===== src/logic/tsar_pkg.sv =====
// Constants and types of the Type-C state and measurement readout block
package tsar_pkg;
  localparam logic [7:0] OFS_PORT_STATE = 8'h0E;
  localparam logic [7:0] OFS_LOAD_CURRENT = 8'h10;
  localparam logic [7:0] OFS_BUS_VOLTAGE = 8'h11;
  localparam logic [7:0] OFS_DIE_TEMP = 8'h12;
  localparam logic [7:0] OFS_FREQ_CTRL = 8'h20;
  localparam int ORIENT_LSB = 4;
  localparam int ROLE_LSB = 0;
  localparam int FREQ_OVR_BIT = 7;
  localparam int FREQ_W = 4;
  localparam logic [1:0] ORIENT_NONE = 2'h0;
  localparam logic [1:0] ORIENT_CC1 = 2'h1;
  localparam logic [1:0] ORIENT_CC2 = 2'h2;
  localparam logic [3:0] ROLE_DISABLED = 4'h0;
  localparam logic [3:0] ROLE_ERR_RECOV = 4'h2;
  localparam logic [3:0] ROLE_UNATTACHED = 4'h3;
  localparam logic [3:0] ROLE_ATTACH_WAIT = 4'h6;
  localparam logic [3:0] ROLE_ATTACHED_CC2 = 4'h8;
  localparam logic [3:0] ROLE_ATTACHED_CC1 = 4'hC;
  localparam logic [7:0] PORT_STATE_RESET = 8'h00;
  localparam logic [7:0] MEAS_RESET = 8'h00;
  localparam logic [7:0] FREQ_CTRL_RESET = 8'h00;
  localparam logic [7:0] UNMAPPED_READ = 8'h00;
  localparam logic [6:0] DEV_ADDR_DEFAULT = 7'h2A;
  localparam logic [3:0] BITS_PER_BYTE = 4'h8;

  typedef enum logic [2:0] {
    TSAR_TC_DISABLED = 3'b000,
    TSAR_TC_ERR_RECOV = 3'b001,
    TSAR_TC_UNATTACHED = 3'b010,
    TSAR_TC_ATTACH_WAIT = 3'b011,
    TSAR_TC_ATTACHED = 3'b100
  } tsar_tc_state_type;

  typedef struct packed {
    tsar_tc_state_type state;
    logic attached_cc2;
    logic rd_cc1;
    logic rd_cc2;
  } tsar_tc_status_type;

  typedef struct packed {
    logic valid;
    logic [7:0] code;
  } tsar_adc_result_type;

  typedef enum logic [2:0] {
    TSAR_I2C_IDLE = 3'b000,
    TSAR_I2C_ADDR = 3'b001,
    TSAR_I2C_ACK = 3'b010,
    TSAR_I2C_WRITE = 3'b011,
    TSAR_I2C_READ = 3'b100,
    TSAR_I2C_RACK = 3'b101
  } tsar_i2c_state_type;
endpackage : tsar_pkg


===== src/logic/tsar_meas_reg.sv =====
// One read-only measurement result register
`timescale 1ns/1ps
`default_nettype none
module tsar_meas_reg
  import tsar_pkg::*;
(
  input wire logic clk,
  input wire logic rst,
  input wire tsar_adc_result_type adc,
  output logic [7:0] q
);
  logic [7:0] q_ff;

  always_ff @(posedge clk) begin
    if (rst) begin
      q_ff <= MEAS_RESET;
    end else if (adc.valid) begin
      q_ff <= adc.code;
    end
  end

  assign q = q_ff;

  meas_load_a: assert property (@(posedge clk) disable iff (rst)
    adc.valid |=> q_ff == $past(adc.code))
    else $error("result not captured on conversion strobe");
  meas_hold_a: assert property (@(posedge clk) disable iff (rst)
    !adc.valid |=> $stable(q_ff))
    else $error("result changed without conversion strobe");
endmodule : tsar_meas_reg
`default_nettype wire


===== src/logic/tsar_readout_top.sv =====
// I2C register slave with port state, measurement results and frequency control
`timescale 1ns/1ps
`default_nettype none
module tsar_readout_top
  import tsar_pkg::*;
#(
  parameter logic [6:0] DEV_ADDR = DEV_ADDR_DEFAULT
) (
  input wire logic clk,
  input wire logic rst,
  input wire logic scl_in,
  input wire logic sda_in,
  output logic sda_out,
  output logic sda_oe_n,
  input wire tsar_tc_status_type tc_status,
  input wire tsar_adc_result_type load_current_adc,
  input wire tsar_adc_result_type bus_voltage_adc,
  input wire tsar_adc_result_type die_temp_adc,
  input wire logic [FREQ_W-1:0] strap_freq_code,
  output logic [FREQ_W-1:0] freq_setting,
  output logic freq_from_host
);
  tsar_i2c_state_type st_ff;
  logic scl_q_ff;
  logic sda_q_ff;
  logic [7:0] sh_ff;
  logic [7:0] tx_ff;
  logic [3:0] cnt_ff;
  logic [7:0] ptr_ff;
  logic rw_ff;
  logic got_ptr_ff;
  logic nack_ff;
  logic sda_out_ff;
  logic sda_oe_n_ff;
  logic [7:0] port_state_ff;
  logic [7:0] freq_ctrl_ff;
  logic [FREQ_W-1:0] strap_ff;
  logic strap_taken_ff;
  logic [FREQ_W-1:0] freq_setting_ff;
  logic freq_from_host_ff;
  logic [7:0] load_current_result;
  logic [7:0] bus_voltage_result;
  logic [7:0] die_temp_result;

  // Bus events; pins are synchronous to clk
  wire scl_rise = scl_in & ~scl_q_ff;
  wire scl_fall = ~scl_in & scl_q_ff;
  wire bus_start = scl_in & scl_q_ff & sda_q_ff & ~sda_in;
  wire bus_stop = scl_in & scl_q_ff & ~sda_q_ff & sda_in;
  wire byte_done = cnt_ff == BITS_PER_BYTE;
  wire addr_match = sh_ff[7:1] == DEV_ADDR;
  wire bus_edge_fall = scl_fall & ~bus_start & ~bus_stop;
  wire host_wr = bus_edge_fall & (st_ff == TSAR_I2C_WRITE) & byte_done & got_ptr_ff;
  wire freq_wr = host_wr & (ptr_ff == OFS_FREQ_CTRL);

  // Port state encoding
  wire [1:0] attach_orientation = tc_status.rd_cc1 ? ORIENT_CC1 :
                                  (tc_status.rd_cc2 ? ORIENT_CC2 : ORIENT_NONE);
  wire [3:0] port_role_state =
    (tc_status.state == TSAR_TC_ATTACHED) ?
      (tc_status.attached_cc2 ? ROLE_ATTACHED_CC2 : ROLE_ATTACHED_CC1) :
    (tc_status.state == TSAR_TC_ATTACH_WAIT) ? ROLE_ATTACH_WAIT :
    (tc_status.state == TSAR_TC_UNATTACHED) ? ROLE_UNATTACHED :
    (tc_status.state == TSAR_TC_ERR_RECOV) ? ROLE_ERR_RECOV : ROLE_DISABLED;
  wire [7:0] nxt_port_state = {2'h0, attach_orientation, port_role_state};

  // Read mux has no side effects on any register
  wire [7:0] rdata = (ptr_ff == OFS_PORT_STATE) ? port_state_ff :
                     (ptr_ff == OFS_LOAD_CURRENT) ? load_current_result :
                     (ptr_ff == OFS_BUS_VOLTAGE) ? bus_voltage_result :
                     (ptr_ff == OFS_DIE_TEMP) ? die_temp_result :
                     (ptr_ff == OFS_FREQ_CTRL) ? freq_ctrl_ff : UNMAPPED_READ;

  // Effective frequency: host value once enabled, strap otherwise
  wire [FREQ_W-1:0] nxt_freq_setting = freq_ctrl_ff[FREQ_OVR_BIT] ?
                                       freq_ctrl_ff[FREQ_W-1:0] : strap_ff;

  tsar_meas_reg u_load_current (
    .clk(clk),
    .rst(rst),
    .adc(load_current_adc),
    .q(load_current_result)
  );

  tsar_meas_reg u_bus_voltage (
    .clk(clk),
    .rst(rst),
    .adc(bus_voltage_adc),
    .q(bus_voltage_result)
  );

  tsar_meas_reg u_die_temp (
    .clk(clk),
    .rst(rst),
    .adc(die_temp_adc),
    .q(die_temp_result)
  );

  always_ff @(posedge clk) begin
    if (rst) begin
      scl_q_ff <= 1'b1;
      sda_q_ff <= 1'b1;
      port_state_ff <= PORT_STATE_RESET;
    end else begin
      scl_q_ff <= scl_in;
      sda_q_ff <= sda_in;
      port_state_ff <= nxt_port_state;
    end
  end

  // Strap is caught by the first clock after reset release
  always_ff @(posedge clk) begin
    if (rst) begin
      strap_ff <= '0;
      strap_taken_ff <= 1'b0;
      freq_ctrl_ff <= FREQ_CTRL_RESET;
      freq_setting_ff <= '0;
      freq_from_host_ff <= 1'b0;
    end else begin
      if (!strap_taken_ff) begin
        strap_ff <= strap_freq_code;
        strap_taken_ff <= 1'b1;
      end
      if (freq_wr) begin
        freq_ctrl_ff <= sh_ff;
      end
      freq_setting_ff <= nxt_freq_setting;
      freq_from_host_ff <= freq_ctrl_ff[FREQ_OVR_BIT];
    end
  end

  // Slave sequencer: sda changes after scl falls, and is released at start and stop
  always_ff @(posedge clk) begin
    if (rst) begin
      st_ff <= TSAR_I2C_IDLE;
      sh_ff <= '0;
      tx_ff <= '0;
      cnt_ff <= '0;
      ptr_ff <= '0;
      rw_ff <= 1'b0;
      got_ptr_ff <= 1'b0;
      nack_ff <= 1'b0;
      sda_out_ff <= 1'b0;
      sda_oe_n_ff <= 1'b1;
    end else if (bus_start) begin
      st_ff <= TSAR_I2C_ADDR;
      cnt_ff <= '0;
      got_ptr_ff <= 1'b0;
      sda_oe_n_ff <= 1'b1;
    end else if (bus_stop) begin
      st_ff <= TSAR_I2C_IDLE;
      sda_oe_n_ff <= 1'b1;
    end else if (scl_rise) begin
      if (st_ff == TSAR_I2C_ADDR || st_ff == TSAR_I2C_WRITE) begin
        sh_ff <= {sh_ff[6:0], sda_in};
        cnt_ff <= cnt_ff + 4'h1;
      end
      if (st_ff == TSAR_I2C_RACK) begin
        nack_ff <= sda_in;
      end
    end else if (scl_fall) begin
      unique case (st_ff)
        TSAR_I2C_IDLE: begin
        end
        TSAR_I2C_ADDR: begin
          if (byte_done) begin
            if (addr_match) begin
              st_ff <= TSAR_I2C_ACK;
              sda_oe_n_ff <= 1'b0;
              rw_ff <= sh_ff[0];
            end else begin
              st_ff <= TSAR_I2C_IDLE;
            end
          end
        end
        TSAR_I2C_WRITE: begin
          if (byte_done) begin
            st_ff <= TSAR_I2C_ACK;
            sda_oe_n_ff <= 1'b0;
            if (!got_ptr_ff) begin
              ptr_ff <= sh_ff;
              got_ptr_ff <= 1'b1;
            end else begin
              ptr_ff <= ptr_ff + 8'h01;
            end
          end
        end
        TSAR_I2C_ACK, TSAR_I2C_RACK: begin
          if (st_ff == TSAR_I2C_RACK && nack_ff) begin
            st_ff <= TSAR_I2C_IDLE;
            sda_oe_n_ff <= 1'b1;
          end else if (rw_ff) begin
            tx_ff <= {rdata[6:0], 1'b0};
            sda_oe_n_ff <= rdata[7];
            ptr_ff <= ptr_ff + 8'h01;
            cnt_ff <= 4'h1;
            st_ff <= TSAR_I2C_READ;
          end else begin
            sda_oe_n_ff <= 1'b1;
            cnt_ff <= '0;
            st_ff <= TSAR_I2C_WRITE;
          end
        end
        TSAR_I2C_READ: begin
          if (byte_done) begin
            sda_oe_n_ff <= 1'b1;
            st_ff <= TSAR_I2C_RACK;
          end else begin
            sda_oe_n_ff <= tx_ff[7];
            tx_ff <= {tx_ff[6:0], 1'b0};
            cnt_ff <= cnt_ff + 4'h1;
          end
        end
        default: begin
          st_ff <= TSAR_I2C_IDLE;
          sda_oe_n_ff <= 1'b1;
        end
      endcase
    end
  end

  assign sda_out = sda_out_ff;
  assign sda_oe_n = sda_oe_n_ff;
  assign freq_setting = freq_setting_ff;
  assign freq_from_host = freq_from_host_ff;

  orient_never_three_a: assert property (@(posedge clk) disable iff (rst)
    port_state_ff[5:4] != 2'b11)
    else $error("orientation field shows unused code");
  orient_cc2_a: assert property (@(posedge clk) disable iff (rst)
    (tc_status.rd_cc2 && !tc_status.rd_cc1) |=> port_state_ff[5:4] == 2'b10)
    else $error("CC2 orientation not reported");
  role_wait_a: assert property (@(posedge clk) disable iff (rst)
    tc_status.state == TSAR_TC_ATTACH_WAIT |=> port_state_ff[3:0] == 4'h6)
    else $error("attach wait not reported");
  role_attached_a: assert property (@(posedge clk) disable iff (rst)
    tc_status.state == TSAR_TC_ATTACHED |=>
      port_state_ff[3:0] == ($past(tc_status.attached_cc2) ? 4'h8 : 4'hC))
    else $error("attached state code wrong for orientation");
  freq_source_a: assert property (@(posedge clk) disable iff (rst)
    (strap_taken_ff && !freq_ctrl_ff[FREQ_OVR_BIT]) |=> freq_setting_ff == $past(strap_ff))
    else $error("strap frequency not applied");
  freq_write_a: assert property (@(posedge clk) disable iff (rst)
    freq_wr ##1 freq_ctrl_ff[FREQ_OVR_BIT] |=> freq_setting_ff == $past(freq_ctrl_ff[3:0], 1))
    else $error("host frequency not applied");
  ro_write_ignored_a: assert property (@(posedge clk) disable iff (rst)
    (host_wr && ptr_ff != OFS_FREQ_CTRL) |=> $stable(freq_ctrl_ff))
    else $error("write to read-only offset changed control");
  read_no_effect_a: assert property (@(posedge clk) disable iff (rst)
    (st_ff == TSAR_I2C_READ) |=> $stable(freq_ctrl_ff) && $stable(strap_ff))
    else $error("read changed register state");
endmodule : tsar_readout_top
`default_nettype wire


===== config.mk =====
export PLATFORM = sky130hd
export DESIGN_NAME = tsar_readout_top
export DESIGN_NICKNAME = d
export VERILOG_FILES = /design/src/logic/tsar_pkg.sv /design/src/logic/tsar_meas_reg.sv /design/src/logic/tsar_readout_top.sv
export SDC_FILE = /design/constraint.sdc
export NUM_CORES = 1
export LEC_CHECK = 0
export BUFFER_PORTS_ARGS = -buffer_cell sky130_fd_sc_hd__buf_2
export CORE_ASPECT_RATIO = 1.2
export CORE_UTILIZATION = 35
export DETAILED_ROUTE_END_ITERATION = 12
export PLACE_DENSITY = 0.58
export SETUP_SLACK_MARGIN = 0.02
export SLEW_MARGIN = 20
export SYNTH_ARGS = -nofsm -noshare
export SYNTH_HDL_FRONTEND = slang
export SYNTH_SLANG_ARGS = --single-unit

===== constraint.sdc =====
create_clock -name clk -period 3.1 [get_ports clk]
set_input_delay 0.62 -clock clk [delete_from_list [all_inputs] [get_ports clk]]
set_output_delay 0.62 -clock clk [all_outputs]
set_load 0.05 [all_outputs]

==> summary.txt, run 1 <==
Run status
  • Status: finished, final reports clean

Synthesis
  • Main synth FF type: dfxtp_1
  • Syn Inst Count: 474
  • Post-synth EDFFs: 0
  • Avg Inst Size Synth: 8.824 sq um
  • FFs w/ async S/R, synth: 0%
  • Flop and latch count out of synthesis: 84
  • Mapped Area: 0.004183 sq mm
  • Sequential share of the synthesized area: 40.20%
  • Yosys warning count: 0
  • Distinct cells, synth: 62
  • Synthesized Nets: 524

Floorplanning
  • Die width: 101.8 um
  • Top Ports: 48
  • Core area: 0.01162 sq mm
  • Chip height: 121.8 um
  • Initial Util: 35.99%
  • Rows: 43
  • Die ar.: 0.01239 sq mm

Critical path
  • Largest fanout on the critical path: 8
  • Worst Reg-to-Reg Cells: 8
  • Worst R2R End: tx_ff[4]
  • Worst setup path class: reg -> reg
  • FF-to-FF Start: cnt_ff[0]
  • Arr. time, crit path: 2600 ps
  • Crit path from: cnt_ff[0]
  • Setup crit end kind: flop
  • Crit path launch type: flop
  • R2R Setup Slk: 730 ps
  • Worst endpoint required time: 3330 ps
  • Crit path capture: tx_ff[4]

Routing
  • Met2 wire len: 4749 um
  • Antenna Nets Post-Route: 0
  • DRT Pass-1 Iters: 4
  • Uppermost layer routed: met4
  • WL met3: 308 um
  • DRT Wirelength: 9914 um
  • Detailed-route wire length per cell: 14.91 um
  • DR iter-0 viols: 144
  • Via count: 3437
  • Via/cell ratio: 5.168
  • Post-Route M1 WL: 4593 um
  • Residual DRC: 0

Place
  • Number of port buffers: 46
  • Gpl congestion: 0.8664
  • Placed cells: 648
  • Hpwl dp: 7152 um

Timing
  • Max_slew headroom: 53.81%
  • Fmax: 422.2 MHz
  • Period utilization: 76.41%
  • Fin Setup TNS: 0 ps
  • RSZ-0062 raised after global routing: no
  • Final max-slew violation count: 0
  • Fin. Hold Viols: 0
  • Slew @ Worst Pin: 689.8 ps
  • Setup-failing EPs final: 0
  • Clock period minus worst slack: 2369 ps
  • Max Clock Skew: 5.939 ps

Clock network
  • Buffers inserted by post-CTS timing repair: 0
  • Num CTS Buffers: 9
  • Clock slew at reported path FFs: 60 ps
  • H-tree Lvls: 3
  • # hold bufs at CTS: 0
  • # resized after CTS: 0
  • Clock sink total: 84
  • TritonCTS clock tree: yes
  • Root buffer cell: clkbuf_16
  • Worst skew pair latency: 340 ps
  • CTS Buffer Depth: 2

Pwr
  • Maximum vdd drop: 0.0002419 V
  • PD cells: 490.6 mW/mm^2
  • P_leak: 1.900 nW

Cells and area
  • Layout cells sized above 1: 15.35%
  • Net count, final: 553
  • Most frequent cells in the layout: dfxtp_1, nor2_1, mux2i_1
  • Area grow syn2layout: 15.02%
  • Diode count: 0
  • Most common library cell in the layout ignoring fill and taps: dfxtp_1
  • Post-Layout Cell Count: 665

Global route
  • Global-route wire length before repair: 15890 um
  • GRT Total Usage: 16.74%
  • Grt total ovfl: 0
  • Largest net degree at the start of global routing: 44
  • Vias in the first global route: 3169
  • Initial antenna violation count: 0

Flow run
  • Number of max-cap violations: 0

Hold path
  • HP Class: in -> reg
[registers in the layout, indices dropped and copies added (netlist names)]
| register | flops |
|---|---|
| freq_ctrl_ff | 8 |
| u_load_current.q | 8 |
| cnt_ff | 4 |
| tx_ff | 7 |
| u_bus_voltage.q | 8 |
| sda_q_ff | 1 |
| sda_oe_n | 1 |
| strap_ff | 4 |
| st_ff | 3 |
| freq_from_host | 1 |
| u_die_temp.q | 8 |
| got_ptr_ff | 1 |
| port_state_ff | 6 |
| rw_ff | 1 |
| nack_ff | 1 |
| sh_ff | 8 |
| strap_taken_ff | 1 |
| scl_q_ff | 1 |
| ptr_ff | 8 |
| freq_setting | 4 |
[critical path, stage by stage, from the launching register on]
cell      delay [ps]
dfxtp_1          320
inv_1             90
ha_1             170
and3b_1          320
o21ai_1          160
o211ai_1         510
clkbuf_4         330
a211oi_1          80
a221oi_1         300
[cells by family after synthesis]
group / count (synthesis) / synth area share, %
other cells: 1 / 0.08965
buf+inv: 52 / 5.295
fa+ha+maj: 9 / 2.692
mux: 50 / 11.97
xor+xnor: 1 / 0.2094
simple gates: 179 / 22.85
flops: 84 / 40.20
compound gates: 98 / 16.69
[synth_stat cells, drive strengths merged, types with 2 or more instances]
cell	count	share of area (%)
a21o	6	1.1
ha	9	2.7
nand2b	3	0.45
nand4bb	2	0.54
clkbuf	19	1.7
nor2b	9	1.3
a21oi	18	2.2
a31oi	7	1.0
or3b	5	1.0
o21ai	20	2.4
o31ai	3	0.54
or3	10	1.5
a221oi	14	3.5
nand3	8	0.96
o221ai	2	0.42
inv	17	1.5
and3	7	1.0
and3b	4	0.84
a211oi	8	1.4
nor4	2	0.66
nor4b	6	1.8
or2	2	0.30
mux2i	50	12
nand3b	2	0.36
nor2	75	6.7
nand2	26	2.3
dfxtp	84	40
buf	16	2.1
a211o	2	0.42
a22o	5	1.0
or4	3	0.54
nand4	3	0.45
nor3b	3	0.66
nor3	6	0.72
[area by class of cell]
| cell class | instances | area, sq um |
|---|---|---|
| clock buffers | 11 | 242.7 |
| clock inverters | 5 | 58.81 |
| fillers | 1171 | 6810 |
| inverters | 17 | 63.81 |
| multi-input cells | 338 | 2285 |
| flip-flops and latches | 84 | 1682 |
| well taps | 157 | 196.4 |
| repair buffers | 53 | 282.8 |
[worst min path at each step]
stage	from	to	slack [ps]	depth (start not counted)
after floorplan	tx_ff[1]	tx_ff[1]	440	2
final	tc_status[1]	port_state_ff[5]	450	2
after detailed placement	tx_ff[6]	tx_ff[6]	450	2
after CTS	tc_status[1]	port_state_ff[5]	440	2
after global routing	tc_status[1]	port_state_ff[5]	450	2
after global placement	tx_ff[6]	tx_ff[6]	450	2
[report_power, final]
group          internal [mW]  switching [mW]  total, mW
registers               1.11          0.0212       1.13
logic                 0.0595          0.0796      0.139
clock network          0.648           0.443       1.09
[metrics by stage]
step	util, %	hold slack (ps)	total power, mW	setup slack, ps	instance area [sq um]
final	41.40	447.9	2.360	731.3	4811
after global placement	38.74	453.2	1.291	576.3	4502
after global routing	41.40	447.6	2.440	495.7	4811
after floorplan	-	437.5	1.243	890.9	4183
after CTS	41.33	437.2	2.384	616.0	4803
after detailed placement	38.74	454.4	1.294	523.3	4502
[layer usage]
layer / GRT usage [%] / up-vias
met1: 21.20 / 1597
met5: 0 / -
met3: 2.811 / 14
li1: - / 1757
met4: 7.790 / 0
met2: 27.53 / 69
Note: power is estimated with default switching activity, not from simulation.
==> inputs of run 2 (changes only) <==
==> constraint.sdc (replaced) <==
create_clock -name clk -period 2.46 [get_ports clk]
set_input_delay 0.492 -clock clk [delete_from_list [all_inputs] [get_ports clk]]
set_output_delay 0.492 -clock clk [all_outputs]
set_load 0.05 [all_outputs]
==> summary.txt, run 2 (synthesized netlist as in run 1, its figures left out) <==
Timing
  • Fin. Hold Viols: 0 (unchanged)
  • Period utilization: 92.50% (was 76.41%)
  • Max Clock Skew: 5.649 ps (was 5.939 ps)
  • Setup-failing EPs final: 0 (unchanged)
  • Max_slew headroom: 49.61% (was 53.81%)
  • Slew @ Worst Pin: 752.6 ps (was 689.8 ps)
  • Clock period minus worst slack: 2275 ps (was 2369 ps)
  • Final max-slew violation count: 0 (unchanged)
  • Fmax: 439.5 MHz (was 422.2 MHz)
  • RSZ-0062 raised after global routing: no (unchanged)
  • Fin Setup TNS: 0 ps (unchanged)

Cells and area
  • Layout cells sized above 1: 16.02% (was 15.35%)
  • Most common library cell in the layout ignoring fill and taps: dfxtp_1 (unchanged)
  • Sequential cell area: 0.001682 sq mm (unchanged)
  • Most frequent cells in the layout: dfxtp_1, nor2_1, mux2i_1 (unchanged)
  • Net count, final: 558 (was 553)
  • Fill cells: 1184 (was 1171)
  • Area of the multi-input gates: 0.002293 sq mm (was 0.002285 sq mm)
  • Diode count: 0 (unchanged)
  • Post-Layout Cell Count: 669 (was 665)
  • Area grow syn2layout: 16.78% (was 15.02%)

Critical path
  • Largest fanout on the critical path: 12 (was 8)
  • R2R Setup Slk: 180 ps (was 730 ps)
  • Setup crit end kind: flop (unchanged)
  • FF-to-FF Start: st_ff[2] (was cnt_ff[0])
  • Worst R2R End: cnt_ff[3] (was tx_ff[4])
  • Worst setup path class: reg -> reg (unchanged)
  • Crit path launch type: flop (unchanged)
  • Worst endpoint required time: 2720 ps (was 3330 ps)
  • Arr. time, crit path: 2540 ps (was 2600 ps)
  • Worst Reg-to-Reg Cells: 4 (was 8)

Global route
  • GRT Total Usage: 17.03% (was 16.74%)
  • Initial antenna violation count: 0 (unchanged)
  • Vias in the first global route: 3317 (was 3169)
  • Global-route wire length before repair: 16260 um (was 15890 um)
  • Grt total ovfl: 0 (unchanged)
  • Largest net degree at the start of global routing: 34 (was 44)

Routing
  • Residual DRC: 0 (unchanged)
  • Via/cell ratio: 5.244 (was 5.168)
  • DRT Wirelength: 10160 um (was 9914 um)
  • DR iter-0 viols: 129 (was 144)
  • Detailed-route wire length per cell: 15.19 um (was 14.91 um)
  • Antenna Nets Post-Route: 0 (unchanged)
  • DRT Pass-1 Iters: 4 (unchanged)
  • Via count: 3508 (was 3437)

Floorplanning
  • Rows: 43 (unchanged)
  • Chip height: 121.8 um (unchanged)
  • Core area: 0.01162 sq mm (unchanged)
  • Top Ports: 48 (unchanged)
  • Die ar.: 0.01239 sq mm (unchanged)
  • Die width: 101.8 um (unchanged)
  • Initial Util: 35.99% (unchanged)

Hold path
  • Min-delay src: tc_status[1] (unchanged)
  • Hold Crit Depth: 2 (unchanged)
  • Hold worst-path end: port_state_ff[5] (unchanged)
  • HP Class: in -> reg (unchanged)

Pwr
  • PD cells: 622.2 mW/mm^2 (was 490.6 mW/mm^2)
  • P_leak: 1.945 nW (was 1.900 nW)
  • Maximum vdd drop: 0.0003507 V (was 0.0002419 V)

Clock network
  • Clock sink total: 84 (unchanged)
  • Root buffer cell: clkbuf_16 (unchanged)
  • Num CTS Buffers: 9 (unchanged)
  • Buffers inserted by post-CTS timing repair: 0 (unchanged)
  • CTS Buffer Depth: 2 (unchanged)
  • H-tree Lvls: 3 (unchanged)
  • TritonCTS clock tree: yes (unchanged)
  • Clock slew at reported path FFs: 60 ps (about the same)
  • Worst skew pair latency: 330 ps (was 340 ps)

Run status
  • Status: finished, final reports clean (unchanged)

Place
  • Gpl congestion: 0.8729 (was 0.8664)
  • Hpwl dp: 7455 um (was 7152 um)
  • Placed cells: 654 (was 648)
  • Number of port buffers: 46 (unchanged)

Flow run
  • Number of max-cap violations: 0 (unchanged)
==> run 2: metrics by stage <==
step           setup slack [ps]  utilization (%)  total power [mW]  hold WS (ps)  instance area, sq um
2_1_floorplan             378.9                -             1.567         437.5                  4183
3_3_place_gp              260.2            39.23             1.630         447.4                  4559
3_5_place_dp              168.2            39.23             1.635         463.2                  4559
4_1_cts                   205.0            41.96             3.067         307.0                  4876
5_1_grt                   60.84            42.03             3.153         336.4                  4885
6_report                  184.6            42.03             3.039         320.5                  4885
==> run 2: what timing repair did <==
item | CTS | global route
gates resized for setup | 0 | 1
setup endpoints to repair | 0 | 3
hold buffers | 0 | 0
==> run 2: critical path, stage by stage, from the launching register on <==
cell and delay, ps:
dfxtp_1 570, nor3b_2 710, nor2_1 240, or4_1 550, a21oi_1 140
==> run 2: worst max-delay path by stage <==
stage               from        end  slack [ps]  depth (start not counted)
5_1_grt        ptr_ff[0]   tx_ff[4]          60                          7
4_1_cts        ptr_ff[0]   tx_ff[2]         200                          7
3_3_place_gp      scl_in  cnt_ff[3]         260                          6
6_report        st_ff[2]  cnt_ff[3]         180                          4
3_5_place_dp      scl_in  cnt_ff[3]         170                          7
2_1_floorplan     scl_in  ptr_ff[0]         380                          7
==> run 2: layer usage <==
layer	wire, um	GRT usage [%]
met2	4745	27.83
met4	302	8.152
met5	0	0
met3	342	2.983
met1	4772	21.56
==> run 2: area by class of cell <==
cell class	count	area share (%)
clock inverters	4	1.511
multi-input cells	338	46.95
repair buffers	58	6.814
well taps	157	4.022
inverters	17	1.306
flip-flops and latches	84	34.43
clock buffers	11	4.969
==> run 2: power by group <==
group          switching [mW]  internal, mW  total, mW
sequential             0.0282          1.40       1.43
clock                   0.524         0.911       1.43
combinational           0.102        0.0760      0.178
==> inputs of run 3 (changes only) <==
--- a/config.mk
+++ b/config.mk
@@ -10,6 +10,7 @@
 export CORE_UTILIZATION = 35
 export DETAILED_ROUTE_END_ITERATION = 12
 export PLACE_DENSITY = 0.58
+export RECOVER_POWER = 25
 export SETUP_SLACK_MARGIN = 0.02
 export SLEW_MARGIN = 20
 export SYNTH_ARGS = -nofsm -noshare
==> summary.txt, run 3 (synthesized netlist as in run 1, its figures left out) <==
Run status
  • Status: complete, but fails checks (was finished, final reports clean)
  • Failing checks: capacitance limit

Routing
  • DRT Wirelength: 10120 um (was 10160 um)
  • Met2 wire len: 4754 um (was 4745 um)
  • Antenna Nets Post-Route: 0 (unchanged)
  • Via count: 3495 (was 3508)
  • Via/cell ratio: 5.224 (was 5.244)
  • WL met3: 335 um (was 342 um)
  • Uppermost layer routed: met4 (unchanged)
  • DR iter-0 viols: 144 (was 129)
  • Detailed-route wire length per cell: 15.13 um (was 15.19 um)
  • Residual DRC: 0 (unchanged)
  • Post-Route M1 WL: 4749 um (was 4772 um)
  • DRT Pass-1 Iters: 4 (unchanged)

Critical path
  • CP peak stage delay: 720 ps (was 710 ps)
  • CP Cell Sequence: nor3b_2 > nor2_1 > or4_1 > a21oi_1 (unchanged)
  • CP max stage cell: nor3b_2 (unchanged)
  • Crit path max-delay family: simple AND/OR/NAND/NOR gates (unchanged)
  • Arr. time, crit path: 2550 ps (was 2540 ps)
  • Setup crit end kind: flop (unchanged)
  • Crit path launch type: flop (unchanged)
  • Worst endpoint required time: 2720 ps (about the same)
  • Largest fanout on the critical path: 12 (unchanged)
  • Worst setup path class: reg -> reg (unchanged)
  • CP bufs+invs: 0 (unchanged)

Timing
  • Setup-failing EPs final: 0 (unchanged)
  • Clock period minus worst slack: 2292 ps (was 2275 ps)
  • RSZ-0062 raised after global routing: no (unchanged)
  • Max Clock Skew: 5.633 ps (was 5.649 ps)
  • Final max-slew violation count: 0 (unchanged)
  • Fin. Hold Viols: 0 (unchanged)
  • Period utilization: 93.17% (was 92.50%)
  • Fin Setup TNS: 0 ps (unchanged)
  • Slew @ Worst Pin: 1487 ps (was 752.6 ps)
  • Fmax: 436.3 MHz (was 439.5 MHz)
  • Max_slew headroom: 0.8335% (was 49.61%)

Clock network
  • Clock slew at reported path FFs: 60 ps (about the same)
  • Clock sink total: 84 (unchanged)
  • # resized after CTS: 0 (unchanged)
  • H-tree Lvls: 3 (unchanged)
  • CTS Buffer Depth: 2 (unchanged)
  • Num CTS Buffers: 9 (unchanged)
  • Worst skew pair latency: 330 ps (about the same)
  • Buffers inserted by post-CTS timing repair: 0 (unchanged)
  • Root buffer cell: clkbuf_16 (unchanged)
  • # hold bufs at CTS: 0 (unchanged)
  • TritonCTS clock tree: yes (unchanged)

Pwr
  • PD cells: 622.2 mW/mm^2 (about the same)
  • P_leak: 1.941 nW (was 1.945 nW)
  • Maximum vdd drop: 0.0003485 V (was 0.0003507 V)

Cells and area
  • Area grow syn2layout: 16.63% (was 16.78%)
  • Fill cells: 1186 (was 1184)
  • Most frequent cells in the layout: dfxtp_1, nor2_1, mux2i_1 (unchanged)
  • Post-Layout Cell Count: 669 (unchanged)
  • Net count, final: 558 (unchanged)
  • Layout cells sized above 1: 15.82% (was 16.02%)
  • Most common library cell in the layout ignoring fill and taps: dfxtp_1 (unchanged)
  • Diode count: 0 (unchanged)

Floorplanning
  • Top Ports: 48 (unchanged)
  • Rows: 43 (unchanged)
  • Die ar.: 0.01239 sq mm (unchanged)
  • Die width: 101.8 um (unchanged)
  • Chip height: 121.8 um (unchanged)
  • Core area: 0.01162 sq mm (unchanged)
  • Initial Util: 35.99% (unchanged)

Global route
  • Global-route wire length before repair: 16260 um (unchanged)
  • Largest net degree at the start of global routing: 34 (unchanged)
  • Grt total ovfl: 0 (unchanged)
  • Vias in the first global route: 3317 (unchanged)
  • Initial antenna violation count: 0 (unchanged)
  • GRT Total Usage: 17.03% (unchanged)

Place
  • Gpl congestion: 0.8729 (unchanged)
  • Number of port buffers: 46 (unchanged)
  • Hpwl dp: 7455 um (unchanged)
  • Placed cells: 654 (unchanged)

Hold path
  • HP Class: in -> reg (unchanged)

Flow run
  • Number of max-cap violations: 1 (was 0)
## run 3: stage by stage
| step | cell area, sq um | hold WS, ps | power, mW | setup WS [ps] | utilization, % |
|---|---|---|---|---|---|
| final | 4878 | 322.0 | 3.036 | 168.0 | 41.98 |
| after detailed placement | 4559 | 463.2 | 1.635 | 168.2 | 39.23 |
| after global placement | 4559 | 447.4 | 1.630 | 260.2 | 39.23 |
| after CTS | 4876 | 307.0 | 3.067 | 205.0 | 41.96 |
| after global routing | 4878 | 336.4 | 3.152 | 57.23 | 41.98 |
| after floorplan | 4183 | 437.5 | 1.567 | 378.9 | - |
## run 3: worst paths after layout
| check | cells past startpoint | slack (ps) | from | to |
|---|---|---|---|---|
| worst max-delay path | 4 | 170 | st_ff[2] | cnt_ff[3] |
| worst min-delay path | 2 | 320 | tc_status[1] | port_state_ff[5] |
| worst max register to register | 4 | 170 | st_ff[2] | cnt_ff[3] |
| worst min register to register | 2 | 470 | tx_ff[1] | tx_ff[1] |
## run 3: worst reg2reg max path, delay by kind of cell, from the launching register on
kind / cells / cell delay [ps]
compound gates: 1 / 140
simple gates: 3 / 1510
flops: 1 / 570
## run 3: report_power, final
part           internal [mW]  switching, mW
Combinational         0.0750          0.102
Clock                  0.911          0.521
Sequential              1.40         0.0283
Total                   2.38          0.651
## run 3: area by class of cell
| cell class | count | area (sq um) | area share (%) |
|---|---|---|---|
| tap | 157 | 196.4 | 4.027 |
| timing repair buffer | 58 | 326.6 | 6.694 |
| multi-input combinational | 338 | 2293 | 47.01 |
| clock buffer | 11 | 242.7 | 4.976 |
| sequential | 84 | 1682 | 34.47 |
| inverter | 17 | 63.81 | 1.308 |
| clock inverter | 4 | 73.82 | 1.513 |
## run 3: per-layer routing
metal | track usage [%] | vias up
met5 | 0 | -
met4 | 8.152 | 0
met3 | 2.983 | 18
met2 | 27.83 | 73
met1 | 21.56 | 1639
li1 | - | 1765
